==> src/core/ihcd_regs.svh <==
`ifndef IHCD_REGS_SVH
`define IHCD_REGS_SVH

// Register offsets (CSR index)
`define IHCD_OFS_DATA_PORT     5'h10
`define IHCD_OFS_HOLE          5'h11
`define IHCD_OFS_LOW_ONLY      5'h1e
`define IHCD_OFS_RESET         5'h1f
`define IHCD_OFS_POWER_MGMT    5'h0b
`define IHCD_REG_COUNT         32
// Power management register layout
`define IHCD_PMR_STANDBY_BIT   4
`define IHCD_PMR_RESET_VALUE   8'h10
// Host address window edges
`define IHCD_CSR_SPAN          12'h040
// Data FIFO
`define IHCD_FIFO_WIDTH        16
`define IHCD_FIFO_DEPTH        8
// Reset pulse length after a read of the reset offset, cycles
`define IHCD_RESET_PULSE       4'h4

`endif

==> src/core/ihcd_pkg.sv <==
package ihcd_pkg;
  typedef logic [7:0]  ihcd_byte_t;
  typedef logic [15:0] ihcd_word_t;
  typedef enum logic [1:0] {
    IHCD_ACC_CSR,
    IHCD_ACC_PIO,
    IHCD_ACC_WINDOW,
    IHCD_ACC_NONE
  } ihcd_acc_e;
endpackage

==> src/core/ihcd_fifo.sv <==
`timescale 1ns/10ps
module ihcd_fifo #(
  parameter int WIDTH = 16,
  parameter int DEPTH = 8
) (
  // Clock and reset
  input  wire logic             clock_in,
  input  wire logic             sys_rst_in,
  // Fill side
  input  wire logic             in_valid_in,
  output logic                  in_ready_out,
  input  wire logic [WIDTH-1:0] in_data_in,
  // Drain side
  output logic                  out_valid_out,
  input  wire logic             out_ready_in,
  output logic      [WIDTH-1:0] out_data_out
);
  localparam int AW = $clog2(DEPTH);

  logic [WIDTH-1:0] mem_reg [DEPTH];
  logic [AW-1:0]    wr_ptr_reg;
  logic [AW-1:0]    rd_ptr_reg;
  logic [AW:0]      count_reg;
  logic             push;
  logic             pop;

  assign in_ready_out  = (count_reg != (AW+1)'(DEPTH));
  assign out_valid_out = (count_reg != '0);
  assign out_data_out  = mem_reg[rd_ptr_reg];
  assign push          = in_valid_in && in_ready_out;
  assign pop           = out_valid_out && out_ready_in;

  always_ff @(posedge clock_in) begin
    if (push) begin
      mem_reg[wr_ptr_reg] <= in_data_in;
    end
  end

  always_ff @(posedge clock_in) begin
    if (sys_rst_in) begin
      wr_ptr_reg <= '0;
      rd_ptr_reg <= '0;
      count_reg  <= '0;
    end else begin
      if (push) begin
        wr_ptr_reg <= (wr_ptr_reg == AW'(DEPTH-1)) ? '0 : wr_ptr_reg + 1'b1;
      end
      if (pop) begin
        rd_ptr_reg <= (rd_ptr_reg == AW'(DEPTH-1)) ? '0 : rd_ptr_reg + 1'b1;
      end
      if (push && !pop) begin
        count_reg <= count_reg + 1'b1;
      end else if (pop && !push) begin
        count_reg <= count_reg - 1'b1;
      end
    end
  end
endmodule

==> src/core/ihcd_decode.sv <==
// The address map and the strobed register port are this design's own decisions.
`timescale 1ns/10ps
`include "ihcd_regs.svh"
// Summary of operation
// - ISA mode when both EEPROM straps unpulled
// - Register n sits at host address 2n
// - Even read gives n+1 high, n low
// - Register writes store low lane only
// - Offset 1E read refreshes low lane only; upper lane holds old byte
// - Offset 1F read resets; write stores
// - PIO data port at offset 10h
// - Window select access reaches SRAM-like port
// - Single transfers on both data ports
// - Burst reads stream successive packet words
// - Standby bit zero disables core regulator
module ihcd_decode (
  // Clock and reset
  input  wire logic        clock_in,
  input  wire logic        sys_rst_in,
  // Straps (pins)
  input  wire logic        eeprom_chip_select_strap_in,
  input  wire logic        eeprom_clock_strap_in,
  // Host register port
  input  wire logic [11:0] host_addr_in,
  input  wire logic        fifo_window_select_in,
  input  wire logic [15:0] host_data_lanes_in,
  input  wire logic        host_wr_in,
  input  wire logic        host_rd_in,
  output logic      [15:0] host_data_lanes_out,
  output logic             host_data_lanes_oe_n_out,
  // Packet receive stream into the device
  input  wire logic        rx_valid_in,
  output logic             rx_ready_out,
  input  wire logic [15:0] rx_data_in,
  // Packet transmit stream out of the device
  output logic             tx_valid_out,
  output logic      [15:0] tx_data_out,
  // Status and control
  output logic             isa_mode_out,
  output logic             soft_reset_out,
  output logic             regulator_enable_out
);

  ////////////////////////////////////////////////////////////////////////////
  // Strap capture: two flops then latch once after reset release

  logic [1:0] strap_meta_reg;
  logic [1:0] strap_sync_reg;
  logic       strap_taken_reg;
  logic       isa_mode_reg;

  always_ff @(posedge clock_in) begin
    strap_meta_reg <= {eeprom_chip_select_strap_in, eeprom_clock_strap_in};
    strap_sync_reg <= strap_meta_reg;
  end

  always_ff @(posedge clock_in) begin
    if (sys_rst_in) begin
      strap_taken_reg <= 1'b0;
      isa_mode_reg    <= 1'b0;
    end else if (!strap_taken_reg) begin
      strap_taken_reg <= 1'b1;
      isa_mode_reg    <= (strap_sync_reg == 2'b00);
    end
  end

  assign isa_mode_out = isa_mode_reg;

  ////////////////////////////////////////////////////////////////////////////
  // Address decode

  logic [4:0]          csr_index;
  logic                csr_odd;
  ihcd_pkg::ihcd_acc_e acc_kind;

  logic                in_csr_span;
  logic                hits_data_port;
  logic                hits_hole;

  // Bit 0 of the host address never reaches the register select
  assign csr_index      = host_addr_in[5:1];
  assign in_csr_span    = (host_addr_in < `IHCD_CSR_SPAN);
  assign hits_data_port = (csr_index == `IHCD_OFS_DATA_PORT);
  assign hits_hole      = (csr_index == `IHCD_OFS_HOLE);

  always_comb begin
    csr_odd = csr_index[0];
    if (fifo_window_select_in) begin
      acc_kind = ihcd_pkg::IHCD_ACC_WINDOW;
    end else if (!in_csr_span) begin
      acc_kind = ihcd_pkg::IHCD_ACC_NONE;
    end else if (hits_data_port) begin
      acc_kind = ihcd_pkg::IHCD_ACC_PIO;
    end else if (hits_hole) begin
      acc_kind = ihcd_pkg::IHCD_ACC_NONE;
    end else begin
      acc_kind = ihcd_pkg::IHCD_ACC_CSR;
    end
  end

  ////////////////////////////////////////////////////////////////////////////
  // Register file, byte wide

  ihcd_pkg::ihcd_byte_t csr_reg [`IHCD_REG_COUNT];
  logic                 csr_wr;

  // Only plain register slots take writes; data port and hole are excluded
  assign csr_wr = host_wr_in && (acc_kind == ihcd_pkg::IHCD_ACC_CSR);

  genvar gi;
  generate
    for (gi = 0; gi < `IHCD_REG_COUNT; gi++) begin : g_csr
      always_ff @(posedge clock_in) begin
        if (sys_rst_in) begin
          csr_reg[gi] <= (gi == `IHCD_OFS_POWER_MGMT) ? `IHCD_PMR_RESET_VALUE : 8'h00;
        end else if (csr_wr && csr_index == 5'(gi)) begin
          csr_reg[gi] <= host_data_lanes_in[7:0];
        end
      end
    end
  endgenerate

  ////////////////////////////////////////////////////////////////////////////
  // Packet data: receive FIFO feeds reads of either data port

  logic        fifo_valid;
  logic        fifo_pop;
  logic [15:0] fifo_data;
  logic        data_rd;
  logic        data_wr;

  assign data_rd  = host_rd_in && (acc_kind == ihcd_pkg::IHCD_ACC_PIO
                                   || acc_kind == ihcd_pkg::IHCD_ACC_WINDOW);
  assign data_wr  = host_wr_in && (acc_kind == ihcd_pkg::IHCD_ACC_PIO
                                   || acc_kind == ihcd_pkg::IHCD_ACC_WINDOW);
  // Each read of a non-empty FIFO pops one word; the window address value is ignored so bursts stream
  assign fifo_pop = data_rd;

  ihcd_fifo #(
    .WIDTH (`IHCD_FIFO_WIDTH),
    .DEPTH (`IHCD_FIFO_DEPTH)
  ) u_rx_fifo (
    .clock_in      (clock_in),
    .sys_rst_in    (sys_rst_in),
    .in_valid_in   (rx_valid_in),
    .in_ready_out  (rx_ready_out),
    .in_data_in    (rx_data_in),
    .out_valid_out (fifo_valid),
    .out_ready_in  (fifo_pop),
    .out_data_out  (fifo_data)
  );

  // One pulse per data-port write
  always_ff @(posedge clock_in) begin
    if (sys_rst_in) begin
      tx_valid_out <= 1'b0;
    end else begin
      tx_valid_out <= data_wr;
    end
  end

  // Packet data leaves as a whole word, both lanes
  always_ff @(posedge clock_in) begin
    if (sys_rst_in) begin
      tx_data_out <= 16'h0000;
    end else if (data_wr) begin
      tx_data_out <= host_data_lanes_in;
    end
  end

  ////////////////////////////////////////////////////////////////////////////
  // Read data path
  // Each candidate word is formed on its own so the steering mux stays flat

  ihcd_pkg::ihcd_byte_t csr_lo_byte;
  ihcd_pkg::ihcd_byte_t csr_hi_byte;
  ihcd_pkg::ihcd_word_t csr_even_word;
  ihcd_pkg::ihcd_word_t csr_odd_word;
  ihcd_pkg::ihcd_word_t csr_low_word;
  ihcd_pkg::ihcd_word_t data_word;
  logic                 is_low_only;
  logic                 is_reset_ofs;
  ihcd_pkg::ihcd_word_t rd_word;
  logic                 rd_drive_hi;
  logic                 rd_drive_lo;

  assign csr_lo_byte   = csr_reg[csr_index];
  assign csr_hi_byte   = csr_reg[csr_index + 5'h01];
  assign csr_even_word = {csr_hi_byte, csr_lo_byte};
  assign csr_odd_word  = {csr_lo_byte, csr_lo_byte};
  assign csr_low_word  = {8'h00, csr_lo_byte};
  // An empty FIFO reads as zero and pops nothing
  assign data_word     = fifo_valid ? fifo_data : 16'h0000;
  assign is_low_only   = (csr_index == `IHCD_OFS_LOW_ONLY);
  assign is_reset_ofs  = (csr_index == `IHCD_OFS_RESET);

  always_comb begin
    rd_word     = 16'h0000;
    rd_drive_hi = 1'b0;
    rd_drive_lo = 1'b0;
    case (acc_kind)
      ihcd_pkg::IHCD_ACC_CSR: begin
        if (is_low_only) begin
          rd_word     = csr_low_word;
          rd_drive_lo = 1'b1;
          rd_drive_hi = 1'b0;
        end else if (is_reset_ofs) begin
          rd_word     = 16'h0000;
          rd_drive_lo = 1'b0;
          rd_drive_hi = 1'b0;
        end else if (csr_odd) begin
          rd_word     = csr_odd_word;
          rd_drive_lo = 1'b1;
          rd_drive_hi = 1'b1;
        end else begin
          rd_word     = csr_even_word;
          rd_drive_lo = 1'b1;
          rd_drive_hi = 1'b1;
        end
      end
      ihcd_pkg::IHCD_ACC_PIO: begin
        rd_word     = data_word;
        rd_drive_lo = 1'b1;
        rd_drive_hi = 1'b1;
      end
      ihcd_pkg::IHCD_ACC_WINDOW: begin
        rd_word     = data_word;
        rd_drive_lo = 1'b1;
        rd_drive_hi = 1'b1;
      end
      default: begin
        rd_word     = 16'h0000;
        rd_drive_lo = 1'b0;
        rd_drive_hi = 1'b0;
      end
    endcase
  end

  ////////////////////////////////////////////////////////////////////////////
  // Lane output: output enable low means drive

  ihcd_pkg::ihcd_byte_t lane_lo_reg;
  ihcd_pkg::ihcd_byte_t lane_hi_reg;
  logic                 lane_oe_n_reg;

  // Lower lane clears when a read leaves it undriven
  always_ff @(posedge clock_in) begin
    if (sys_rst_in) begin
      lane_lo_reg <= 8'h00;
    end else if (host_rd_in) begin
      lane_lo_reg <= rd_drive_lo ? rd_word[7:0] : 8'h00;
    end
  end

  // Upper lane keeps its old value when a read leaves it undriven
  always_ff @(posedge clock_in) begin
    if (sys_rst_in) begin
      lane_hi_reg <= 8'h00;
    end else if (host_rd_in && rd_drive_hi) begin
      lane_hi_reg <= rd_word[15:8];
    end
  end

  // Drive for exactly the cycle after a read that returns data
  always_ff @(posedge clock_in) begin
    if (sys_rst_in) begin
      lane_oe_n_reg <= 1'b1;
    end else if (host_rd_in) begin
      lane_oe_n_reg <= !(rd_drive_lo || rd_drive_hi);
    end else begin
      lane_oe_n_reg <= 1'b1;
    end
  end

  assign host_data_lanes_out      = {lane_hi_reg, lane_lo_reg};
  assign host_data_lanes_oe_n_out = lane_oe_n_reg;

  ////////////////////////////////////////////////////////////////////////////
  // Soft reset pulse on read of the reset offset

  logic [3:0] reset_cnt_reg;
  logic       reset_hit;

  assign reset_hit = host_rd_in && (acc_kind == ihcd_pkg::IHCD_ACC_CSR) && is_reset_ofs;

  // A fresh hit restarts the count so back-to-back reads stretch the pulse
  always_ff @(posedge clock_in) begin
    if (sys_rst_in) begin
      reset_cnt_reg <= 4'h0;
    end else if (reset_hit) begin
      reset_cnt_reg <= `IHCD_RESET_PULSE;
    end else if (reset_cnt_reg > 4'h1) begin
      reset_cnt_reg <= reset_cnt_reg - 4'h1;
    end else begin
      reset_cnt_reg <= 4'h0;
    end
  end

  always_ff @(posedge clock_in) begin
    if (sys_rst_in) begin
      soft_reset_out <= 1'b0;
    end else begin
      soft_reset_out <= reset_hit || (reset_cnt_reg > 4'h1);
    end
  end

  ////////////////////////////////////////////////////////////////////////////
  // Regulator control

  logic standby_bit;

  // A zero in the standby bit turns the core regulator off
  assign standby_bit = csr_reg[`IHCD_OFS_POWER_MGMT][`IHCD_PMR_STANDBY_BIT];

  always_ff @(posedge clock_in) begin
    if (sys_rst_in) begin
      regulator_enable_out <= 1'b1;
    end else begin
      regulator_enable_out <= standby_bit;
    end
  end

endmodule

==> config.mk <==
export PLATFORM = sky130hd
export DESIGN_NAME = ihcd_decode
export DESIGN_NICKNAME = d
export VERILOG_FILES = /design/src/core/ihcd_pkg.sv /design/src/core/ihcd_fifo.sv /design/src/core/ihcd_decode.sv
export VERILOG_INCLUDE_DIRS = /design/src /design/src/core
export SDC_FILE = /design/constraint.sdc
export NUM_CORES = 1
export LEC_CHECK = 0
export BUFFER_PORTS_ARGS = -buffer_cell sky130_fd_sc_hd__buf_2
export CORE_ASPECT_RATIO = 1.25
export CORE_MARGIN = 1
export CORE_UTILIZATION = 45
export DETAILED_ROUTE_END_ITERATION = 7
export PLACE_DENSITY_LB_ADDON = 0.15
export SLEW_MARGIN = 10
export SYNTH_ARGS = -nofsm -noshare
export SYNTH_HDL_FRONTEND = slang
export SYNTH_SLANG_ARGS = --single-unit
==> constraint.sdc <==
create_clock -name clock_in -period 7 [get_ports clock_in]
set_input_delay 0.7 -clock clock_in [delete_from_list [all_inputs] [get_ports clock_in]]
set_output_delay 0.7 -clock clock_in [all_outputs]
set_load 0.02 [all_outputs]
## Word-level counts from Yosys, hierarchy flattened

Memories as Yosys holds them, arrays and structs flattened. A register that Yosys moved wholly into a read port is not among the register bits.
Cells that the tools add are included.

- Register bits after elaboration: 55
- RAM bits: 384
- Bits of input ports: 52
- Output and inout bits: 38
- Word-level logic and storage cells: 307
- Memories kept: 2

Memories:

| name | words | width | read ports | clocked after Yosys merged registers in | wr ports | line | source |
|---|---|---|---|---|---|---|---|
| csr_reg | 32 | 8 | 3 | 1 | 32 | ihcd_decode.sv:104 | `` ihcd_pkg::ihcd_byte_t csr_reg [`IHCD_REG_COUNT]; `` |
| u_rx_fifo.mem_reg | 8 | 16 | 1 | 1 | 1 | ihcd_fifo.sv:20 | `logic [WIDTH-1:0] mem_reg [DEPTH];` |

- Add/sub/neg operators: 6
- Magnitude comparators: 2
- Equal/unequal tests: 36
- Multiplexer cells: 156
- Bitwise logic cells: 34
- Reductions and logical operators: 56

Operators with widths:

| kind | count |
|---|---|
| two-way mux 8 bit | 33 |
| two-way mux 1 bit | 104 |
| equality test 5 bit, second input constant | 16 |
| two-way mux 16 bit | 4 |
| logical AND 1 bit | 42 |
| equality test 5 x 4 -> 1 bit, second input constant | 8 |
| OR 1 bit | 32 |
| one-hot mux 16 bit (2 select lines) | 1 |
| equality test 5 x 3 -> 1 bit, second input constant | 4 |
| two-way mux 3 bit | 6 |
| less-than comparator 12 x 7 -> 1 bit, second input constant | 1 |
| equality test 5 x 2 -> 1 bit, second input constant | 2 |
| two-way mux 2 bit | 4 |
| two-way mux 4 bit | 2 |
| subtractor 4 x 1 -> 4 bit, second input constant | 2 |
| adder 3 x 1 -> 3 bit, second input constant | 2 |
| equality test 3 bit, second input constant | 2 |
| adder 5 x 1 -> 5 bit, second input constant | 1 |
| equality test 5 x 1 -> 1 bit, second input constant | 1 |
| zero test 5 bit | 1 |
| adder 4 x 1 -> 4 bit, second input constant | 1 |
| greater-than comparator 4 x 1 -> 1 bit, second input constant | 1 |
| zero test 2 bit | 2 |
| != test 4 bit, second input constant | 1 |
| 10 further kinds | 17 |

## Longest topological paths before layout

- Depth in word-level cells: 12
- Mapped depth: 22

## By module

A second synthesis with hierarchy kept.

- Cell total of the unflattened synthesis: 1,480
- Area, all modules: 22,167.5 um^2

By module, submodules not included:

| module | instances | cells each | area an instance (um^2) | seq. area each (um^2) |
|---|---|---|---|---|
| ihcd_decode | 1 | 1,220 | 16,594.7 | 8,608.3 |
| ihcd_fifo | 1 | 260 | 5,572.8 | 4,103.9 |

## Least setup slack after synthesis

No wires, ideal clock.

- Kind: input-to-reg
- Start point: in host_addr_in[1]
- End point: reg u_rx_fifo.count_reg[3]
- Setup time: 0.070 ns
- Arrival time: 4.200 ns
- Path slack: 2.729 ns
- Stages: 22
- Cells stage by stage: buf_6 -> buf_4 -> buf_4 -> buf_2 -> inv_1 -> ha_1 -> nor2_1 -> nor2_1 -> a21oi_1 -> or2_2 -> inv_1 -> ha_1 -> clkbuf_1 -> o211ai_1 -> ha_1 -> inv_1 -> ha_1 -> a21o_1 -> a21oi_1 -> xnor2_1 -> or3_1 -> a21oi_1

- Longest elaborated chain between the ends: 12
- Elaborated cells between the ends (all ways): 17

RTL lines:

| item | line | source |
|---|---|---|
| from (decl) | ihcd_decode.sv:24 | `input wire logic [11:0] host_addr_in,` |
| branches (longest 3 deep; another with less-than comparator 12 x 7 -> 1 bit) | n/a |  |
| two-way mux 2 bit (*) | ihcd_decode.sv:90 | `end else if (!in_csr_span) begin` |
| two-way mux 2 bit (*) | ihcd_decode.sv:88 | `if (fifo_window_select_in) begin` |
| equality test 2 x 1 -> 1 bit or equality test 2 bit (tied branches) | ihcd_decode.sv:132, ihcd_decode.sv:133 |  |
| logical OR 1 bit (*) | ihcd_decode.sv:133 | `\|\| acc_kind == ihcd_pkg::IHCD_ACC_WINDOW);` |
| logical AND 1 bit (*) | ihcd_decode.sv:132 | `assign data_rd = host_rd_in && (acc_kind == ihcd_pkg::IHCD_ACC_PIO` |
| logical AND 1 bit (*) | ihcd_fifo.sv:31 | `assign pop = out_valid_out && out_ready_in;` |
| zero test 1 bit | ihcd_fifo.sv:51 | `if (push && !pop) begin` |
| logical AND 1 bit | ihcd_fifo.sv:51 |  |
| two-way mux 4 bit or nonzero test 2 bit (tied branches) | n/a |  |
| to (signal assigned) | ihcd_fifo.sv:52 | `count_reg <= count_reg + 1'b1;` |
| to (signal assigned) | ihcd_fifo.sv:54 | `count_reg <= count_reg - 1'b1;` |
| to (decl) | ihcd_fifo.sv:23 | `logic [AW:0] count_reg;` |

Mark *: on every way between the ends.
A chain may end at the register's enable or synchronous reset.

==> out/results.txt <==
The run finished with clean final reports. A synthesized cell averages 13.8 sq um. The critical path goes through buf_2 > nor2_1 > nand2_1 > nor3_1 > or3_1 > inv_1 > ha_1 > nand3_1 > buf_4 > nand2b_1 > nor2_1 > and2_1.

In this run the cell area of the synthesized design comes to 21400 sq um. The count of warnings emitted by yosys is 0, and the power per cell area is 267 nW/um^2. IR analysis of the VDD net gives a maximum drop of 0.236 mV.

The number of hold buffers added after cts was 0. The maximum fanout count along the critical path was 20. The number of antenna diodes in the final layout is 0.

The top cell type's share of synthesized area was 0.539. TritonCTS built the clock tree. The synthesized netlist net count is 1624. The clock arrives with 0.0155 ns of skew.

In this run, post-CTS repair resized a total of 0 instances. The worst hold path belongs to the class in -> reg. For the number of vias after detailed routing, the log shows 13400. In the synthesized netlist the dominant register cell turns out to be sky130_fd_sc_hd__edfxtp_1. The post-route minimum period is 4.74 ns, and the count of final setup violators is 0. The run gives 0 as the count of pins over their slew limit. The total area inside the core boundary comes to 47100 sq um. The leading cell type by number of instances after synthesis is sky130_fd_sc_hd__edfxtp_1.

For the pin with the worst max-slew slack, the measured transition is 1.04 ns. From synthesis to final layout, the design area changed by 12.0%. The die is 197 microns wide. STA classifies the critical path endpoint as a flip-flop. The tools report the count of unique library cells instantiated by Yosys as 61.

The remaining antenna violation count is 0. The number of buffers inserted by port buffering came out at 88. Synthesized flop and latch total: 443. The headroom to the max-slew limit is 0.306.

By count the netlist is led by sky130_fd_sc_hd__edfxtp_1, sky130_fd_sc_hd__and2_1, sky130_fd_sc_hd__nand2_1. In this run the clock root is driven by a sky130_fd_sc_hd__clkbuf_16. Setup repair after global routing left no endpoint under its margin. After technology mapping, the gate count stands at 1554. The launch point of the worst hold path was eeprom_chip_select_strap_in. The kind of cell adding the most delay to the critical path is simple AND/OR/NAND/NOR gates.

The overall routed net length is 60.6 mm, and the last weighted congestion value of the routability-driven placer is 1.01. Post-synthesis async set-or-reset flop share: 0. The worst register-to-register path ends at u_rx_fifo.count_reg[3]$_SDFFE_PP0P_.

After floorplanning, the core was divided into 89 placement rows. In this run the critical register-to-register path is launched from u_rx_fifo.count_reg[0]$_SDFFE_PP0P_. The logs give 0.594 for the sequential element share of the synthesized area and 0 for the post-detailed-route DRC marker count. Entering global routing, the biggest net connects 79 pins. The die covers 48400 sq um. Dividing the detail-routed wire length by the instance count gives 26.3 microns. The tools report the number of violations of the max-capacitance limit as 0.

The final layout contains 1705 nets. The maximum level of the CTS H-tree was 2; the flop-to-flop setup slack was 4.17 ns. The starting density of the core is 0.454, and the number of flops mapped to enable cells by yosys is 384. The final cycle utilization of the critical path was 0.677; the setup TNS was 0 ns. For this block, the initial DRC count from the detailed router was 1209. The via density per instance is 5.79, and the number of global-route vias before repair is 13600. After routing the design area is 24000 sq um. Summed over all layers, the global routing overflow is 0.

For this run, the top clock speed supported by timing is 211 MHz. The share of final-layout standard cells stronger than drive strength 1 was 0.206. The flip-flop count of the largest register, all copies and words added came out at 256. The first detailed-routing pass took 6 iterations.

The area after detailed placement came out at 22500 sq um. The tools report the hold path endpoint as strap_meta_reg[1]$_DFF_P_. The tools report the global router's overall resource usage as 0.256. The final hold violation count was 0; the number of stages on the worst hold path was 1.

Clock-pin slew was measured on the worst setup and hold paths at 0.06 ns. The analysis attributes to cell leakage a power of 8.42 nW. Data arrives at the worst endpoint at 5.06 ns. The I/O pin count was 90; the data required time at the worst endpoint was 7.32 ns. STA classifies the critical path startpoint as a primary input.

The height of the chip is 246 microns. The synthesized design spends more area on one cell type than any other, namely sky130_fd_sc_hd__edfxtp_1. No sink is reached through more buffers than the 3 on the longest clock path.

The wire length of the first global-routing pass was 89.6 mm. The number of setup buffers added after CTS came out at 0. For this design, the slowest cell found on the critical path is sky130_fd_sc_hd__nor2_1. The tools report the initial antenna violation count as 1. The cell seen most often among critical-path stages was sky130_fd_sc_hd__nor2_1. Counting both buffers and inverters, the worst setup path holds a total of 3. After synthesis, the cell types taking the most area are sky130_fd_sc_hd__edfxtp_1, sky130_fd_sc_hd__mux4_2, sky130_fd_sc_hd__and2_1.

The later pin in the worst-skew pair is clocked with a latency of 0.57 ns. The number of cells on the worst reg-to-reg path is 10. The clock sink total was 443. Buffers inserted during clock tree synthesis total 45.

The highest cell delay on the worst timing path was 0.86 ns. The critical path class was in -> reg. Fill cells in the final layout number 4058.

Once detailed placement completed, the half-perimeter wirelength came to 41.8 mm.
[metal layers]
metal	wire, microns	GRT usage	up-vias	part of all wire
li1	-	-	6048	-
met1	24000	0.317	6798	0.40
met2	30600	0.441	395	0.50
met3	3210	0.0432	123	0.053
met4	2820	0.113	2	0.046
met5	8	0	-	0.00013
[worst register-to-register path: stages, from the launching register on]
cell and delay, ns:
sky130_fd_sc_hd__dfxtp_1 0.36, sky130_fd_sc_hd__or3_1 0.41, sky130_fd_sc_hd__o211ai_1 0.45, sky130_fd_sc_hd__ha_1 0.28, sky130_fd_sc_hd__inv_1 0.10, sky130_fd_sc_hd__ha_1 0.28, sky130_fd_sc_hd__a21o_1 0.18, sky130_fd_sc_hd__a21oi_1 0.18
sky130_fd_sc_hd__xnor2_1 0.09, sky130_fd_sc_hd__or3_1 0.30, sky130_fd_sc_hd__a21oi_1 0.14
[kinds of logic after synthesis]
| family | share of synthesized area |
|---|---|
| adders and majority gates | 0.0109 |
| and+or+nand+nor | 0.133 |
| DFF | 0.594 |
| AOI/OAI and AO/OA | 0.0647 |
| buffers and inverters | 0.0293 |
| muxes | 0.164 |
| xor gates and xnor gates | 0.00327 |
[area by class of cell]
class / count / area [sq um] / share of cell area
flip-flops and latches: 443 / 12700 / 0.530
well taps: 637 / 797 / 0.0333
multi-input cells: 991 / 8120 / 0.339
clock inverters: 19 / 159 / 0.00663
repair buffers: 142 / 855 / 0.0357
clock buffers: 64 / 1280 / 0.0535
inverters: 12 / 45.0 / 0.00188
[metrics by stage]
| stage | power [mW] | hold WS [ns] | worst slack [ns] | util | instances |
|---|---|---|---|---|---|
| 3_3_place_gp | 4.07 | 0.312 | 1.87 | 0.478 | 2225 |
| 5_1_grt | 6.62 | 0.205 | 2.14 | 0.509 | 2308 |
| 6_report | 6.39 | 0.229 | 2.26 | 0.509 | 2308 |
| 3_5_place_dp | 4.09 | 0.316 | 1.84 | 0.478 | 2225 |
| 2_1_floorplan | 3.76 | 0.310 | 2.73 | - | 1554 |
| 4_1_cts | 6.45 | 0.201 | 2.43 | 0.509 | 2308 |
[power breakdown]
part	leakage [nW]	internal [mW]	switching (mW)	total, mW
Clock	0.712	1.35	1.01	2.36
Sequential	4.07	3.02	0.0806	3.10
Combinational	3.63	0.372	0.559	0.932
Total	8.42	4.75	1.65	6.39
[cells in the final DEF (no fill, tap or decap), types with 7 or more instances in the layout]
| cell | synthesis | layout |
|---|---|---|
| sky130_fd_sc_hd__clkbuf_16 | 0 | 47 |
| sky130_fd_sc_hd__o21ai_1 | 10 | 11 |
| sky130_fd_sc_hd__a21oi_1 | 34 | 34 |
| sky130_fd_sc_hd__a221oi_1 | 9 | 9 |
| sky130_fd_sc_hd__mux2i_1 | 97 | 97 |
| sky130_fd_sc_hd__a22oi_1 | 19 | 19 |
| sky130_fd_sc_hd__ha_1 | 17 | 16 |
| sky130_fd_sc_hd__a211oi_1 | 7 | 7 |
| sky130_fd_sc_hd__nand4_1 | 9 | 9 |
| sky130_fd_sc_hd__a32oi_1 | 7 | 7 |
| sky130_fd_sc_hd__o22ai_1 | 15 | 15 |
| sky130_fd_sc_hd__mux2_2 | 22 | 22 |
| sky130_fd_sc_hd__clkbuf_1 | 64 | 12 |
| sky130_fd_sc_hd__and2_1 | 258 | 258 |
| sky130_fd_sc_hd__clkinv_2 | 0 | 8 |
| sky130_fd_sc_hd__inv_1 | 12 | 12 |
| sky130_fd_sc_hd__o2111ai_1 | 7 | 7 |
| sky130_fd_sc_hd__o21ai_0 | 62 | 61 |
| sky130_fd_sc_hd__nand3_1 | 28 | 28 |
| sky130_fd_sc_hd__buf_4 | 13 | 55 |
| sky130_fd_sc_hd__buf_2 | 19 | 86 |
| sky130_fd_sc_hd__nand2_1 | 112 | 112 |
| sky130_fd_sc_hd__edfxtp_1 | 384 | 384 |
| sky130_fd_sc_hd__a22o_1 | 8 | 8 |
| sky130_fd_sc_hd__dfxtp_1 | 59 | 58 |
| sky130_fd_sc_hd__nor3_1 | 19 | 15 |
| sky130_fd_sc_hd__mux4_2 | 101 | 101 |
| sky130_fd_sc_hd__nand2b_1 | 13 | 13 |
| sky130_fd_sc_hd__nor2_1 | 65 | 65 |
[how the worst max path moves through the flow]
stage,from,endpoint,slack [ns],depth (start not counted)
after floorplan,host_addr_in[1],u_rx_fifo.count_reg[3]$_SDFFE_PP0P_,2.73,22
after global placement,host_addr_in[4],csr_reg[19][2]$_SDFFCE_PN0P_,1.87,12
after detailed placement,host_addr_in[4],csr_reg[28][5]$_SDFFCE_PN0P_,1.84,12
after CTS,host_addr_in[4],csr_reg[28][3]$_SDFFCE_PN0P_,2.43,12
after global routing,host_addr_in[4],csr_reg[16][6]$_SDFFCE_PN0P_,2.14,12
final,host_addr_in[4],csr_reg[28][3]$_SDFFCE_PN0P_,2.26,12
Power figures use the tool's default switching activity.
